[src/rtl/jepc_params.svh]
// Constants for the environment and power parameter group codec
`ifndef JEPC_PARAMS_SVH
`define JEPC_PARAMS_SVH

// ----------------------------------------------------------------
// Clock and repetition rates
// ----------------------------------------------------------------
`define JEPC_CLK_HZ 125000000
`define JEPC_MS_PER_S 1000
`define JEPC_AMB_RATE_MS 1000
`define JEPC_INEX_RATE_MS 500
`define JEPC_PWR_RATE_MS 1000

// ----------------------------------------------------------------
// Identifier fields
// ----------------------------------------------------------------
`define JEPC_ID_W 29
`define JEPC_PL_W 64
`define JEPC_DATA_PAGE 1'h0
`define JEPC_EXT_PAGE 1'h0
`define JEPC_PDU_FMT 8'hfe
`define JEPC_PS_AMB 8'hf5
`define JEPC_PS_INEX 8'hf6
`define JEPC_PS_PWR 8'hf7
`define JEPC_DEF_PRIO 3'h6
`define JEPC_ID_SA_LSB 0
`define JEPC_ID_PS_LSB 8
`define JEPC_ID_PF_LSB 16
`define JEPC_ID_DP_BIT 24
`define JEPC_ID_EDP_BIT 25

// ----------------------------------------------------------------
// Payload byte positions, byte 1 in the low bits
// ----------------------------------------------------------------
`define JEPC_BYTE1 0
`define JEPC_BYTE2 8
`define JEPC_BYTE3 16
`define JEPC_BYTE4 24
`define JEPC_BYTE5 32
`define JEPC_BYTE6 40
`define JEPC_BYTE7 48
`define JEPC_BYTE8 56

// ----------------------------------------------------------------
// Range limits in counts, and buffering
// ----------------------------------------------------------------
`define JEPC_MAX_BYTE 8'hfa
`define JEPC_MAX_TEMP16 16'hfb00
`define JEPC_MAX_VOLT16 16'hfaff
`define JEPC_FIFO_DEPTH 4

`endif

[src/rtl/jepc_pkg.sv]
// Types shared by the codec modules
`default_nettype none
package jepc_pkg;
    typedef enum logic [1:0] {
        JEPC_GRP_NONE,
        JEPC_GRP_AMB,
        JEPC_GRP_INEX,
        JEPC_GRP_PWR
    } jepc_grp_t;
    typedef logic [28:0] jepc_id_t;
    typedef logic [63:0] jepc_payload_t;
endpackage : jepc_pkg
`default_nettype wire

[src/rtl/jepc_frame_if.sv]
// Valid/ready carrier for packed frames between codec modules
`default_nettype none
interface jepc_frame_if #(parameter int W = 93);
    logic valid;
    logic ready;
    logic [W-1:0] data;
    modport src (output valid, output data, input ready);
    modport snk (input valid, input data, output ready);
endinterface : jepc_frame_if
`default_nettype wire

[src/rtl/jepc_fifo.sv]
// Small frame FIFO with valid/ready on both sides
`default_nettype none
module jepc_fifo #(
    parameter int W = 93,
    parameter int DEPTH = 4
) (
    input wire logic sys_clk,
    input wire logic rst_l,
    jepc_frame_if.snk wr,
    jepc_frame_if.src rd
);
    localparam int AW = $clog2(DEPTH);

    if (DEPTH < 2 || (1 << AW) != DEPTH) begin : g_chk
        $error("jepc_fifo depth must be a power of two of at least 2");
    end

    logic [W-1:0] mem_q [DEPTH];
    logic [AW:0] wptr_q;
    logic [AW:0] rptr_q;
    wire full = (wptr_q[AW] != rptr_q[AW]) && (wptr_q[AW-1:0] == rptr_q[AW-1:0]);
    wire empty = (wptr_q == rptr_q);
    wire do_wr = wr.valid && !full;
    wire do_rd = rd.ready && !empty;

    assign wr.ready = !full;
    assign rd.valid = !empty;
    assign rd.data = mem_q[rptr_q[AW-1:0]];

    always_ff @(posedge sys_clk or negedge rst_l) begin
        if (!rst_l) begin
            wptr_q <= '0;
            rptr_q <= '0;
        end else begin
            if (do_wr) wptr_q <= wptr_q + 1'b1;
            if (do_rd) rptr_q <= rptr_q + 1'b1;
        end
    end

    // Storage has no reset; empty flag guards stale words
    always_ff @(posedge sys_clk) begin
        if (do_wr) mem_q[wptr_q[AW-1:0]] <= wr.data;
    end
endmodule : jepc_fifo
`default_nettype wire

[src/rtl/jepc_period_timer.sv]
// Free-running repetition timer, one pulse per period
`default_nettype none
module jepc_period_timer #(
    parameter int unsigned PERIOD = 1000
) (
    input wire logic sys_clk,
    input wire logic rst_l,
    output logic expire_q
);
    if (PERIOD < 2) begin : g_chk
        $error("jepc_period_timer period must be at least 2 cycles");
    end

    logic [31:0] cnt_q;
    wire wrap = (cnt_q == 32'(PERIOD - 1));

    always_ff @(posedge sys_clk or negedge rst_l) begin
        if (!rst_l) begin
            cnt_q <= '0;
            expire_q <= 1'b0;
        end else begin
            cnt_q <= wrap ? '0 : cnt_q + 32'h1;
            expire_q <= wrap;
        end
    end
endmodule : jepc_period_timer
`default_nettype wire

[src/rtl/jepc_host_codec.sv]
// Packs and sends the three groups, and unpacks received ones
`include "jepc_params.svh"
`default_nettype none
module jepc_host_codec #(
    parameter int unsigned AMB_PERIOD_CYC = `JEPC_AMB_RATE_MS * (`JEPC_CLK_HZ / `JEPC_MS_PER_S),
    parameter int unsigned INEX_PERIOD_CYC = `JEPC_INEX_RATE_MS * (`JEPC_CLK_HZ / `JEPC_MS_PER_S),
    parameter int unsigned PWR_PERIOD_CYC = `JEPC_PWR_RATE_MS * (`JEPC_CLK_HZ / `JEPC_MS_PER_S),
    parameter int FIFO_DEPTH = `JEPC_FIFO_DEPTH,
    parameter logic [2:0] TX_PRIO = `JEPC_DEF_PRIO
) (
    input wire logic sys_clk,
    input wire logic rst_n,
    input wire logic [7:0] src_addr,
    // Ambient conditions, raw counts
    input wire logic [7:0] baro_press,
    input wire logic [15:0] cab_temp,
    input wire logic [15:0] amb_temp,
    input wire logic [7:0] inlet_temp,
    input wire logic [15:0] road_temp,
    // Inlet/exhaust conditions, raw counts
    input wire logic [7:0] trap_press,
    input wire logic [7:0] boost_press,
    input wire logic [7:0] manifold_temp,
    input wire logic [7:0] inlet_press,
    input wire logic [7:0] filter_dp,
    input wire logic [15:0] exhaust_temp,
    input wire logic [7:0] coolant_dp,
    // Electrical power, raw counts
    input wire logic [7:0] batt_current,
    input wire logic [7:0] alt_current,
    input wire logic [15:0] alt_volt,
    input wire logic [15:0] elec_volt,
    input wire logic [15:0] sw_batt_volt,
    // Frame to the network
    output logic tx_valid_q,
    input wire logic tx_ready,
    output jepc_pkg::jepc_id_t tx_id_q,
    output jepc_pkg::jepc_payload_t tx_data_q,
    // Frame from the network
    input wire logic rx_valid,
    input wire jepc_pkg::jepc_id_t rx_id,
    input wire jepc_pkg::jepc_payload_t rx_data,
    output logic rx_hit_q,
    output jepc_pkg::jepc_grp_t rx_grp_q,
    output logic [2:0] rx_prio_q,
    output logic [7:0] rx_src_q,
    output logic [7:0] rx_baro_press_q,
    output logic [15:0] rx_cab_temp_q,
    output logic [15:0] rx_amb_temp_q,
    output logic [7:0] rx_inlet_temp_q,
    output logic [15:0] rx_road_temp_q,
    output logic [7:0] rx_trap_press_q,
    output logic [7:0] rx_boost_press_q,
    output logic [7:0] rx_manifold_temp_q,
    output logic [7:0] rx_inlet_press_q,
    output logic [7:0] rx_filter_dp_q,
    output logic [15:0] rx_exhaust_temp_q,
    output logic [7:0] rx_coolant_dp_q,
    output logic [7:0] rx_batt_current_q,
    output logic [7:0] rx_alt_current_q,
    output logic [15:0] rx_alt_volt_q,
    output logic [15:0] rx_elec_volt_q,
    output logic [15:0] rx_sw_batt_volt_q
);
    localparam int FW = `JEPC_ID_W + `JEPC_PL_W;

    // ----------------------------------------------------------------
    // Helpers
    // ----------------------------------------------------------------
    function automatic jepc_pkg::jepc_id_t make_id(input logic [2:0] prio,
                                                   input logic [7:0] ps,
                                                   input logic [7:0] sa);
        make_id = {prio, `JEPC_EXT_PAGE, `JEPC_DATA_PAGE, `JEPC_PDU_FMT, ps, sa};
    endfunction : make_id

    // Out-of-range counts are clamped rather than sent as wrapped values
    function automatic logic [7:0] sat8(input logic [7:0] v);
        sat8 = (v > `JEPC_MAX_BYTE) ? `JEPC_MAX_BYTE : v;
    endfunction : sat8

    function automatic logic [15:0] sat16(input logic [15:0] v, input logic [15:0] lim);
        sat16 = (v > lim) ? lim : v;
    endfunction : sat16

    // Maps a received identifier onto a group, priority is not checked
    function automatic jepc_pkg::jepc_grp_t grp_of(input jepc_pkg::jepc_id_t id);
        logic base_ok;
        logic [7:0] ps;
        base_ok = (id[`JEPC_ID_EDP_BIT] == `JEPC_EXT_PAGE)
                  && (id[`JEPC_ID_DP_BIT] == `JEPC_DATA_PAGE)
                  && (id[`JEPC_ID_PF_LSB +: 8] == `JEPC_PDU_FMT);
        ps = id[`JEPC_ID_PS_LSB +: 8];
        if (!base_ok) grp_of = jepc_pkg::JEPC_GRP_NONE;
        else if (ps == `JEPC_PS_AMB) grp_of = jepc_pkg::JEPC_GRP_AMB;
        else if (ps == `JEPC_PS_INEX) grp_of = jepc_pkg::JEPC_GRP_INEX;
        else if (ps == `JEPC_PS_PWR) grp_of = jepc_pkg::JEPC_GRP_PWR;
        else grp_of = jepc_pkg::JEPC_GRP_NONE;
    endfunction : grp_of

    // ----------------------------------------------------------------
    // Reset release
    // ----------------------------------------------------------------
    logic [1:0] rst_sync_q;
    wire rst_l = rst_sync_q[1];

    always_ff @(posedge sys_clk or negedge rst_n) begin
        if (!rst_n) rst_sync_q <= 2'h0;
        else rst_sync_q <= {rst_sync_q[0], 1'b1};
    end

    // ----------------------------------------------------------------
    // Repetition timers
    // ----------------------------------------------------------------
    logic amb_exp;
    logic inex_exp;
    logic pwr_exp;

    jepc_period_timer #(.PERIOD(AMB_PERIOD_CYC)) u_amb_tmr (
        .sys_clk(sys_clk),
        .rst_l(rst_l),
        .expire_q(amb_exp)
    );

    jepc_period_timer #(.PERIOD(INEX_PERIOD_CYC)) u_inex_tmr (
        .sys_clk(sys_clk),
        .rst_l(rst_l),
        .expire_q(inex_exp)
    );

    jepc_period_timer #(.PERIOD(PWR_PERIOD_CYC)) u_pwr_tmr (
        .sys_clk(sys_clk),
        .rst_l(rst_l),
        .expire_q(pwr_exp)
    );

    // ----------------------------------------------------------------
    // Payload packing, byte 1 in the low bits
    // ----------------------------------------------------------------
    wire jepc_pkg::jepc_payload_t amb_pl = {
        sat16(road_temp, `JEPC_MAX_TEMP16),
        sat8(inlet_temp),
        sat16(amb_temp, `JEPC_MAX_TEMP16),
        sat16(cab_temp, `JEPC_MAX_TEMP16),
        sat8(baro_press)
    };
    wire jepc_pkg::jepc_payload_t inex_pl = {
        sat8(coolant_dp),
        sat16(exhaust_temp, `JEPC_MAX_TEMP16),
        sat8(filter_dp),
        sat8(inlet_press),
        sat8(manifold_temp),
        sat8(boost_press),
        sat8(trap_press)
    };
    wire jepc_pkg::jepc_payload_t pwr_pl = {
        sat16(sw_batt_volt, `JEPC_MAX_VOLT16),
        sat16(elec_volt, `JEPC_MAX_VOLT16),
        sat16(alt_volt, `JEPC_MAX_VOLT16),
        sat8(alt_current),
        sat8(batt_current)
    };

    // ----------------------------------------------------------------
    // Scheduler: one pending flag per group, shortest period first
    // ----------------------------------------------------------------
    logic [2:0] due_q;
    jepc_frame_if #(.W(FW)) q_in ();
    jepc_frame_if #(.W(FW)) q_out ();

    wire [2:0] expire = {pwr_exp, inex_exp, amb_exp};
    wire sel_inex = due_q[1];
    wire sel_amb = due_q[0] && !due_q[1];
    wire sel_pwr = due_q[2] && !due_q[1] && !due_q[0];
    wire [2:0] sel = {sel_pwr, sel_inex, sel_amb};
    wire push = q_in.valid && q_in.ready;
    wire [2:0] sent = push ? sel : 3'h0;

    wire [7:0] sel_ps = sel_inex ? `JEPC_PS_INEX : (sel_amb ? `JEPC_PS_AMB : `JEPC_PS_PWR);
    wire jepc_pkg::jepc_payload_t sel_pl = sel_inex ? inex_pl : (sel_amb ? amb_pl : pwr_pl);

    assign q_in.valid = |due_q;
    assign q_in.data = {make_id(TX_PRIO, sel_ps, src_addr), sel_pl};

    // A new period that lands on the send cycle keeps its flag
    always_ff @(posedge sys_clk or negedge rst_l) begin
        if (!rst_l) due_q <= 3'h0;
        else due_q <= expire | (due_q & ~sent);
    end

    // Back-pressure from the network stalls the scheduler via the FIFO
    jepc_fifo #(.W(FW), .DEPTH(FIFO_DEPTH)) u_fifo (
        .sys_clk(sys_clk),
        .rst_l(rst_l),
        .wr(q_in),
        .rd(q_out)
    );

    // ----------------------------------------------------------------
    // Transmit output register
    // ----------------------------------------------------------------
    wire out_load = !tx_valid_q || tx_ready;
    assign q_out.ready = out_load;

    always_ff @(posedge sys_clk or negedge rst_l) begin
        if (!rst_l) begin
            tx_valid_q <= 1'b0;
            tx_id_q <= '0;
            tx_data_q <= '0;
        end else if (out_load) begin
            tx_valid_q <= q_out.valid;
            if (q_out.valid) begin
                tx_id_q <= q_out.data[FW-1 -: `JEPC_ID_W];
                tx_data_q <= q_out.data[`JEPC_PL_W-1:0];
            end
        end
    end

    // ----------------------------------------------------------------
    // Receive unpacking
    // ----------------------------------------------------------------
    wire jepc_pkg::jepc_grp_t rx_grp = grp_of(rx_id);
    wire rx_take = rx_valid && (rx_grp != jepc_pkg::JEPC_GRP_NONE);
    wire rx_amb = rx_valid && (rx_grp == jepc_pkg::JEPC_GRP_AMB);
    wire rx_inex = rx_valid && (rx_grp == jepc_pkg::JEPC_GRP_INEX);
    wire rx_pwr = rx_valid && (rx_grp == jepc_pkg::JEPC_GRP_PWR);

    always_ff @(posedge sys_clk or negedge rst_l) begin
        if (!rst_l) begin
            rx_hit_q <= 1'b0;
            rx_grp_q <= jepc_pkg::JEPC_GRP_NONE;
            rx_prio_q <= 3'h0;
            rx_src_q <= 8'h00;
        end else begin
            rx_hit_q <= rx_take;
            if (rx_take) begin
                rx_grp_q <= rx_grp;
                rx_prio_q <= rx_id[`JEPC_ID_W-1 -: 3];
                rx_src_q <= rx_id[`JEPC_ID_SA_LSB +: 8];
            end
        end
    end

    always_ff @(posedge sys_clk or negedge rst_l) begin
        if (!rst_l) begin
            rx_baro_press_q <= 8'h00;
            rx_cab_temp_q <= 16'h0000;
            rx_amb_temp_q <= 16'h0000;
            rx_inlet_temp_q <= 8'h00;
            rx_road_temp_q <= 16'h0000;
        end else if (rx_amb) begin
            rx_baro_press_q <= rx_data[`JEPC_BYTE1 +: 8];
            rx_cab_temp_q <= rx_data[`JEPC_BYTE2 +: 16];
            rx_amb_temp_q <= rx_data[`JEPC_BYTE4 +: 16];
            rx_inlet_temp_q <= rx_data[`JEPC_BYTE6 +: 8];
            rx_road_temp_q <= rx_data[`JEPC_BYTE7 +: 16];
        end
    end

    always_ff @(posedge sys_clk or negedge rst_l) begin
        if (!rst_l) begin
            rx_trap_press_q <= 8'h00;
            rx_boost_press_q <= 8'h00;
            rx_manifold_temp_q <= 8'h00;
            rx_inlet_press_q <= 8'h00;
            rx_filter_dp_q <= 8'h00;
            rx_exhaust_temp_q <= 16'h0000;
            rx_coolant_dp_q <= 8'h00;
        end else if (rx_inex) begin
            rx_trap_press_q <= rx_data[`JEPC_BYTE1 +: 8];
            rx_boost_press_q <= rx_data[`JEPC_BYTE2 +: 8];
            rx_manifold_temp_q <= rx_data[`JEPC_BYTE3 +: 8];
            rx_inlet_press_q <= rx_data[`JEPC_BYTE4 +: 8];
            rx_filter_dp_q <= rx_data[`JEPC_BYTE5 +: 8];
            rx_exhaust_temp_q <= rx_data[`JEPC_BYTE6 +: 16];
            rx_coolant_dp_q <= rx_data[`JEPC_BYTE8 +: 8];
        end
    end

    always_ff @(posedge sys_clk or negedge rst_l) begin
        if (!rst_l) begin
            rx_batt_current_q <= 8'h00;
            rx_alt_current_q <= 8'h00;
            rx_alt_volt_q <= 16'h0000;
            rx_elec_volt_q <= 16'h0000;
            rx_sw_batt_volt_q <= 16'h0000;
        end else if (rx_pwr) begin
            rx_batt_current_q <= rx_data[`JEPC_BYTE1 +: 8];
            rx_alt_current_q <= rx_data[`JEPC_BYTE2 +: 8];
            rx_alt_volt_q <= rx_data[`JEPC_BYTE3 +: 16];
            rx_elec_volt_q <= rx_data[`JEPC_BYTE5 +: 16];
            rx_sw_batt_volt_q <= rx_data[`JEPC_BYTE7 +: 16];
        end
    end
endmodule : jepc_host_codec
`default_nettype wire

[config.mk]
export PLATFORM = sky130hd
export DESIGN_NAME = jepc_host_codec
export DESIGN_NICKNAME = d
export VERILOG_FILES = /design/src/rtl/jepc_pkg.sv /design/src/rtl/jepc_frame_if.sv /design/src/rtl/jepc_fifo.sv /design/src/rtl/jepc_period_timer.sv /design/src/rtl/jepc_host_codec.sv
export VERILOG_INCLUDE_DIRS = /design/src /design/src/rtl
export SDC_FILE = /design/constraint.sdc
export NUM_CORES = 1
export LEC_CHECK = 0
export BUFFER_PORTS_ARGS = -buffer_cell sky130_fd_sc_hd__buf_2
export CAP_MARGIN = 20
export CORE_ASPECT_RATIO = 0.7
export CORE_UTILIZATION = 49
export DETAILED_ROUTE_END_ITERATION = 8
export PLACE_DENSITY = 0.76
export SLEW_MARGIN = 30
export SYNTH_ARGS = -nofsm -noshare
export SYNTH_HDL_FRONTEND = slang
export SYNTH_SLANG_ARGS = --single-unit
[constraint.sdc]
create_clock -name sys_clk -period 11.35 [get_ports sys_clk]
set_input_delay 2.27 -clock sys_clk [delete_from_list [all_inputs] [get_ports sys_clk]]
set_output_delay 2.27 -clock sys_clk [all_outputs]
set_load 0.05 [all_outputs]
Word-level counts from Yosys, hierarchy flattened
Memory sizes are Yosys's and may differ from the RTL's. A register that Yosys moved wholly into a read port is not among the register bits.
Index checks and enable logic that the tools add are counted.
{ "totals": {"elab_cells": 128, "register_bits": 346, "in_bits": 297, "ram_bits": 296, "n_memories": 1} }
{ "op_classes": {"addsub": 5, "reduce_logical": 22, "n_mux": 31, "magnitude_cmp": 17, "eq_ne": 13, "bitwise_logic": 6} }
{ "memory_table": {"columns": ["name", "depth", "width", "rd", "rd_ports_with_merged_regs", "write_ports", "line", "text"], "rows": [
  ["u_fifo.mem_q", 4, 74, 1, 1, 1, "jepc_fifo.sv:18", "logic [W-1:0] mem_q [DEPTH];"]
]} }
{ "op_table": {"columns": ["cell", "count"], "rows": [
  ["$mux 64", 2],
  ["$gt 16x16->1 const B", 7],
  ["$mux 16", 7],
  ["$add 32x1->32 const B", 3],
  ["$mux 32", 3],
  ["$gt 8x8->1 const B", 10],
  ["$mux 8", 10],
  ["$eq 32x27->1 const B", 2],
  ["$eq 32x26->1 const B", 1],
  ["$eq 8x8->1 const B", 4],
  ["$logic_and 1x1->1", 12],
  ["$mux 2", 6],
  ["$add 3x1->3 const B", 2],
  ["$logic_not 1->1", 6],
  ["$eq 2x2->1 const B", 2],
  ["$and 3x3->3", 1],
  ["$eq 3x3->1", 1],
  ["$mux 3", 1],
  ["$not 1->1", 3],
  ["$not 3->3", 1],
  ["$or 3x3->3", 1],
  ["$reduce_or 3->1", 1],
  ["$eq 2x1->1 const B", 1],
  ["$eq 2x2->1", 1],
  ["other kinds (5)", 6]
]} }

Longest topological paths before layout
{ "depth": {"word_depth": 8, "depth_mapped": 8} }

By module
From an unflattened synthesis, not the netlist that was laid out.
{ "unflattened": {"hier_cells": 2007, "area_unflattened_um2": 32879.0} }
{ "modules_own_cells": {"columns": ["mod", "n_inst", "seq_area_each_um2", "area_each_um2", "cells_each"], "rows": [
  ["jepc_host_codec", 1, 7632.3, 13959.6, 985],
  ["jepc_fifo", 1, 11320.9, 13908.3, 534],
  ["jepc_period_timer (u_amb_tmr ...)", 2, 825.8, 1675.4, 162],
  ["jepc_period_timer (u_inex_tmr)", 1, 825.8, 1660.3, 164]
]} }

Least setup slack after synthesis
OpenSTA, ideal clock, no wires.
{ "synth_timing": {"kind": "in2reg", "start": "in rx_id[14]", "end": "reg rx_alt_current_q[0]", "setup_time_ns": 0.125, "arrival_time_ns": 3.829, "stages": 7, "setup_slack_ns": 7.396, "path_buffers": 2, "path_cell_list": "nand4_1 or3_1 nor3_2 and3_1 buf_2 buf_4 mux2_2"} }
{ "synth_between": {"elab_chain_len": 7, "word_cells_on_any_way": 9} }
{ "synth_lines": {"columns": ["element", "line", "text"], "rows": [
  ["start: declaration", "jepc_host_codec.sv:41", "input wire jepc_pkg::jepc_id_t rx_id,"],
  ["$eq 8x8->1 (no line)", null, null],
  ["$mux 2", "jepc_host_codec.sv:96", "else if (ps == `JEPC_PS_PWR) grp_of = jepc_pkg::JEPC_GRP_PWR;"],
  ["$mux 2", "jepc_host_codec.sv:95", "else if (ps == `JEPC_PS_INEX) grp_of = jepc_pkg::JEPC_GRP_INEX;"],
  ["$mux 2 (*)", "jepc_host_codec.sv:94", "else if (ps == `JEPC_PS_AMB) grp_of = jepc_pkg::JEPC_GRP_AMB;"],
  ["$mux 2 (*)", "jepc_host_codec.sv:93", "if (!base_ok) grp_of = jepc_pkg::JEPC_GRP_NONE;"],
  ["$eq 2x2->1 (*)", "jepc_host_codec.sv:225", "wire rx_pwr = rx_valid && (rx_grp == jepc_pkg::JEPC_GRP_PWR);"],
  ["$logic_and 1x1->1 (*)", "jepc_host_codec.sv:225", null],
  ["end signal: assignment", "jepc_host_codec.sv:288", "rx_alt_current_q <= rx_data[`JEPC_BYTE2 +: 8];"],
  ["end: declaration", "jepc_host_codec.sv:60", "output logic [7:0] rx_alt_current_q,"]
]} }
Mark *: on every way between the ends. The rest lies on a longest branch, timed or not.
A chain may end at the register's enable or synchronous reset.

Final worst setup path
{ "layout_timing": {"start": "in rx_id[24]", "end": "reg rx_sw_batt_volt_q[3]"} }
{ "layout_between": {"elab_chain_len": 6} }
{ "layout_lines": {"columns": ["element", "line", "text"], "rows": [
  ["$not 1->1 (no line)", null, null],
  ["$logic_and 1x1->1 (2 in series)", "jepc_host_codec.sv:89", "base_ok = (id[`JEPC_ID_EDP_BIT] == `JEPC_EXT_PAGE)"],
  ["$mux 2", "jepc_host_codec.sv:93", null],
  ["$eq 2x2->1", "jepc_host_codec.sv:225", null],
  ["$logic_and 1x1->1", "jepc_host_codec.sv:225", null],
  ["end signal: assignment", "jepc_host_codec.sv:291", "rx_sw_batt_volt_q <= rx_data[`JEPC_BYTE7 +: 16];"],
  ["end: declaration", "jepc_host_codec.sv:63", "output logic [15:0] rx_sw_batt_volt_q"]
]} }
No other way between the ends.

==> results summary <==
The final-stage net count is 2740. Headroom to the max-slew limit came out at 0.328. The tightest hold path in the finished design has a slack of 283 ps.

The combined flip-flop and latch cell area came out at between 15000 and 20000 um2. The clock tree buffer depth is 3. The synthesized area per cell came out at ~15 um2. The path type of the worst min-delay path is flop to asynchronous set/reset pin. The longest individual stage delay on the worst path is 670 ps. The arithmetic-cell share of the synthesized area counting full adders, half adders and majority gates came out at 0.00354. The cell leakage power came out at 15.2 nW. In this run the top signal layer used is met5. The estimated wirelength of the detail-placed design is 50900 um. The placement row count is 73.

The routed length on met3 came out at 6290 um. The deepest level of the CTS H-tree came out at 3. The via count of the first global-routing pass came out at 18500. The overall routing resource usage is 0.250.

The weighted congestion reported at the end of routability-driven placement is between 0.9 and 1. The count of input and output buffers came out at 591. The met2 layer wire length in the routed design is 35300 um. The number of max-cap violations came out at 0. The slowest stage of the critical path belongs to the cell sky130_fd_sc_hd__buf_4.

The time the worst path needs with I/O delays and setup came out at 4320 ps. The final number of max-transition violations came to 0. The critical path class is input pin to flop. The library cell used most frequently in the layout, excluding fill and tap cells, is sky130_fd_sc_hd__buf_2.

Counting flops and latches in the post-synthesis netlist gives a little under 700. The core area is about 57000 um2. The maximum number of pins on one net before global-route repair is 83. The accumulated negative setup slack is 0 ps. The count of final hold-check violations is 0.

The run finished with clean final reports. The number of different library cells used by synthesis comes to 65. Measured along the y axis, the die boundary spans 203 um. The maximum net fanout on the critical path came out at 56. The final-layout fill cell count is 4281.

The total vias in the final route is 18400. The clock latency of the later-clocked register in the worst-skew pair came out at 590 ps. The tree is rooted in a sky130_fd_sc_hd__clkbuf_16.

The top-level I/O count came out at 597. The cell area power density came out at approximately 190 nW/um2. The final worst-path setup slack came out at 7030 ps. The initial standard-cell utilization of the core is 0.497. The clock input transition at the sequential cells of the worst setup and hold paths came out at roughly 60 ps. The data required time of the critical path came out at 11810 ps. The number of flops mapped to enable cells by yosys came out at 296. After routing the design area is between 30000 and 40000 um2. After detailed routing, the number of remaining DRC violations is 0. The post-route fraction of the period consumed by the critical path came out at 0.380. Once detail routing completed, the nets flagged for antenna violations numbered 0.

The share of synthesized registers carrying an async set or reset is 0.570. The fraction of synthesized area in multiplexers is 0.176. Among all flip-flop cells after synthesis, the most frequent one is sky130_fd_sc_hd__dfrtp_1. The cell count after synthesis came out at 1841. The synthesized-area fraction occupied by ao, oa, aoi and oai cells came out at 0.0372. The sum of routed wire length over all layers is 73700 um. The length of the first detailed-routing pass in iterations came out at 5. The placed instances occupy a cell area of 31900 um2. The post-placement setup slack is 6480 ps. The die covers 58600 um2. The maximum clock frequency came out at 232 MHz.

STA classifies the critical path endpoint as a flop. The number of gates resized after cts is 0. The worst ir drop on vdd is about 0.11 mV. The synthesis warning total is 0. The dominant combinational cell family by area after synthesis is multiplexers. The xor/xnor share of the synthesized area is 0.0263. STA puts the critical path data arrival time at 4770 ps. The number of buffers created by CTS came out at 66. The met1 layer wirelength in the final routing came out at 30300 um. Traced cell by cell, the critical path runs through buf_2 -> nor4bb_1 -> nand2_1 -> nor3_2 -> and3_2 -> buf_4 -> mux2_2. The slew at the pin with the worst max-slew slack is 1000 ps. The first global-routing pass estimated approximately 110000 um of wire.

For this run the aggregate overflow at the end of global routing stands at 0. The portion of the post-synthesis area used by sequential elements is 0.662. The final core area utilization came out at 0.599.

For this design, the sink count on the clock tree is 688. The worst setup path is launched from an input pin. In the layout the commonest cells are sky130_fd_sc_hd__buf_2 (591), sky130_fd_sc_hd__dfrtp_1 (388), sky130_fd_sc_hd__edfxtp_1 (296), sky130_fd_sc_hd__mux2_2 (278), sky130_fd_sc_hd__nor2_1 (96).

The fraction of final layout cells with drive strength greater than 1 came out at 0.439. The via count normalized by instance count is 5.68. The CTS tree is done.

The violation count after the first detailed-routing iteration is 1366. The clock skew after layout is about 19 ps. The area fraction in and, or, nand and nor cells after synthesis is 0.0741.

Dividing the detail-routed wire length by the instance count gives 22.8 um. Measured along the x axis, the die boundary spans 289 um. The initial antenna violation count came out at 5.

Setup repair after global routing left no endpoint under its margin. Summing every instance area after synthesis gives around 28000 um2. The multi-input logic area is 9020 um2.

The total of endpoints with negative setup slack in the final report came out at 0. The signed area change from the synthesized netlist to the final layout came out at 20.6%. The count of hold buffers inserted by post-cts repair is 0. The post-CTS setup buffer count came out at 0.
cells by family after synthesis:
kind of cell | count (synthesis)
adder cells (fa/ha/maj) | 8
other | 2
AND/OR/NAND/NOR | 409
buffers and inverters | 116
XOR/XNOR | 85
multiplexers | 369
AO/OA/AOI/OAI | 164
flip-flops | 688
synthesized netlist by cell type, types with 4 or more instances:
cell                        count  area (um2)
sky130_fd_sc_hd__inv_1         21        78.8
sky130_fd_sc_hd__nor2b_1        4        25.0
sky130_fd_sc_hd__o2bb2ai_1      6        52.6
sky130_fd_sc_hd__a22oi_1        5        37.5
sky130_fd_sc_hd__a21o_1        13        97.6
sky130_fd_sc_hd__nand4_1       29         181
sky130_fd_sc_hd__and4_1         5        43.8
sky130_fd_sc_hd__nand2_1       93         349
sky130_fd_sc_hd__a31oi_1        8        50.1
sky130_fd_sc_hd__a21oi_1       22         110
sky130_fd_sc_hd__nand3_1       72         360
sky130_fd_sc_hd__and3_1        27         169
sky130_fd_sc_hd__nor4bb_1       4        40.0
sky130_fd_sc_hd__buf_2         24         120
sky130_fd_sc_hd__edfxtp_1     296        8890
sky130_fd_sc_hd__nor4b_1        5        43.8
sky130_fd_sc_hd__dfrtp_1      392        9810
sky130_fd_sc_hd__a211oi_1       5        37.5
sky130_fd_sc_hd__o21ai_0       55         275
sky130_fd_sc_hd__ha_1           8         100
sky130_fd_sc_hd__nor2_1        97         364
sky130_fd_sc_hd__o22ai_1       13        81.3
sky130_fd_sc_hd__a221o_1        7        70.1
sky130_fd_sc_hd__xor2_1        46         403
sky130_fd_sc_hd__mux4_2        74        1670
sky130_fd_sc_hd__xnor2_1       39         342
sky130_fd_sc_hd__buf_4         32         240
sky130_fd_sc_hd__nor3_1        14        70.1
sky130_fd_sc_hd__and2_1         8        50.1
sky130_fd_sc_hd__mux2_2       278        3130
sky130_fd_sc_hd__a22o_1         8        70.1
sky130_fd_sc_hd__mux2i_1       17         170
sky130_fd_sc_hd__clkbuf_1      33         124
sky130_fd_sc_hd__nor4_1        25         156
final cells by class:
cell class / count / share of cell area
Antenna cell: 1 / 0.0000734
Clock buffer: 98 / 0.0590
Clock inverter: 20 / 0.00378
Inverter: 23 / 0.00253
Multi-Input combinational cell: 1041 / 0.265
Sequential cell: 688 / 0.549
Tap cell: 750 / 0.0275
Timing Repair Buffer: 615 / 0.0933
worst max-delay path: cells and delay by family:
kind,cells,cell delay [ps]
buffers and inverters,2,770
multiplexers,1,410
AND/OR/NAND/NOR,4,1250
registers in the layout (all words and copies together), names as in the netlist, 16 cells and up:
name,count
rx_exhaust_temp_q,16
rx_alt_volt_q,16
rx_sw_batt_volt_q,16
tx_data_q,64
rx_cab_temp_q,16
rx_elec_volt_q,16
rx_road_temp_q,16
rx_amb_temp_q,16
u_inex_tmr.cnt_q,32
u_amb_tmr.cnt_q,32
u_fifo.mem_q,296
u_pwr_tmr.cnt_q,32
worst paths after layout:
path,start,endpoint,slack [ps],depth (start not counted)
max,rx_id[24],rx_sw_batt_volt_q[3]$_DFFE_PN0P_,7030,7
min,rst_sync_q[1]$_DFF_PN0_,rx_coolant_dp_q[5]$_DFFE_PN0P_,280,0
max reg2reg,u_fifo.rptr_q[0]$_DFFE_PN0P_,u_fifo.mem_q[3][29]$_DFFE_PP_,7890,5
min reg2reg,rst_sync_q[1]$_DFF_PN0_,rx_coolant_dp_q[5]$_DFFE_PN0P_,280,0
max in group asynchronous,rst_sync_q[1]$_DFF_PN0_,rx_boost_press_q[6]$_DFFE_PN0P_,8890,3
min in group sys_clk,rst_sync_q[0]$_DFF_PN0_,rst_sync_q[1]$_DFF_PN0_,350,0
metal layers:
metal	global-route usage	vias up
met2	0.402	733
met5	0	-
met1	0.337	9439
met4	0.0682	2
met3	0.0669	131
li1	-	8074
through the flow:
stage,instances,power [mW]
finish,3236,6.51
global placement,3115,4.37
global route,3236,6.74
floorplan,1845,3.96
detailed placement,3115,4.40
CTS,3233,6.57
report_power, final:
part | switching (mW) | internal, mW | total, mW | leakage (nW)
logic | 0.913 | 0.537 | 1.45 | 6.29
clock network | 0.911 | 1.25 | 2.16 | 1.05
registers | 0.157 | 2.75 | 2.90 | 7.88
total | 1.98 | 4.53 | 6.51 | 15.2
Power figures use the tool's default switching activity.
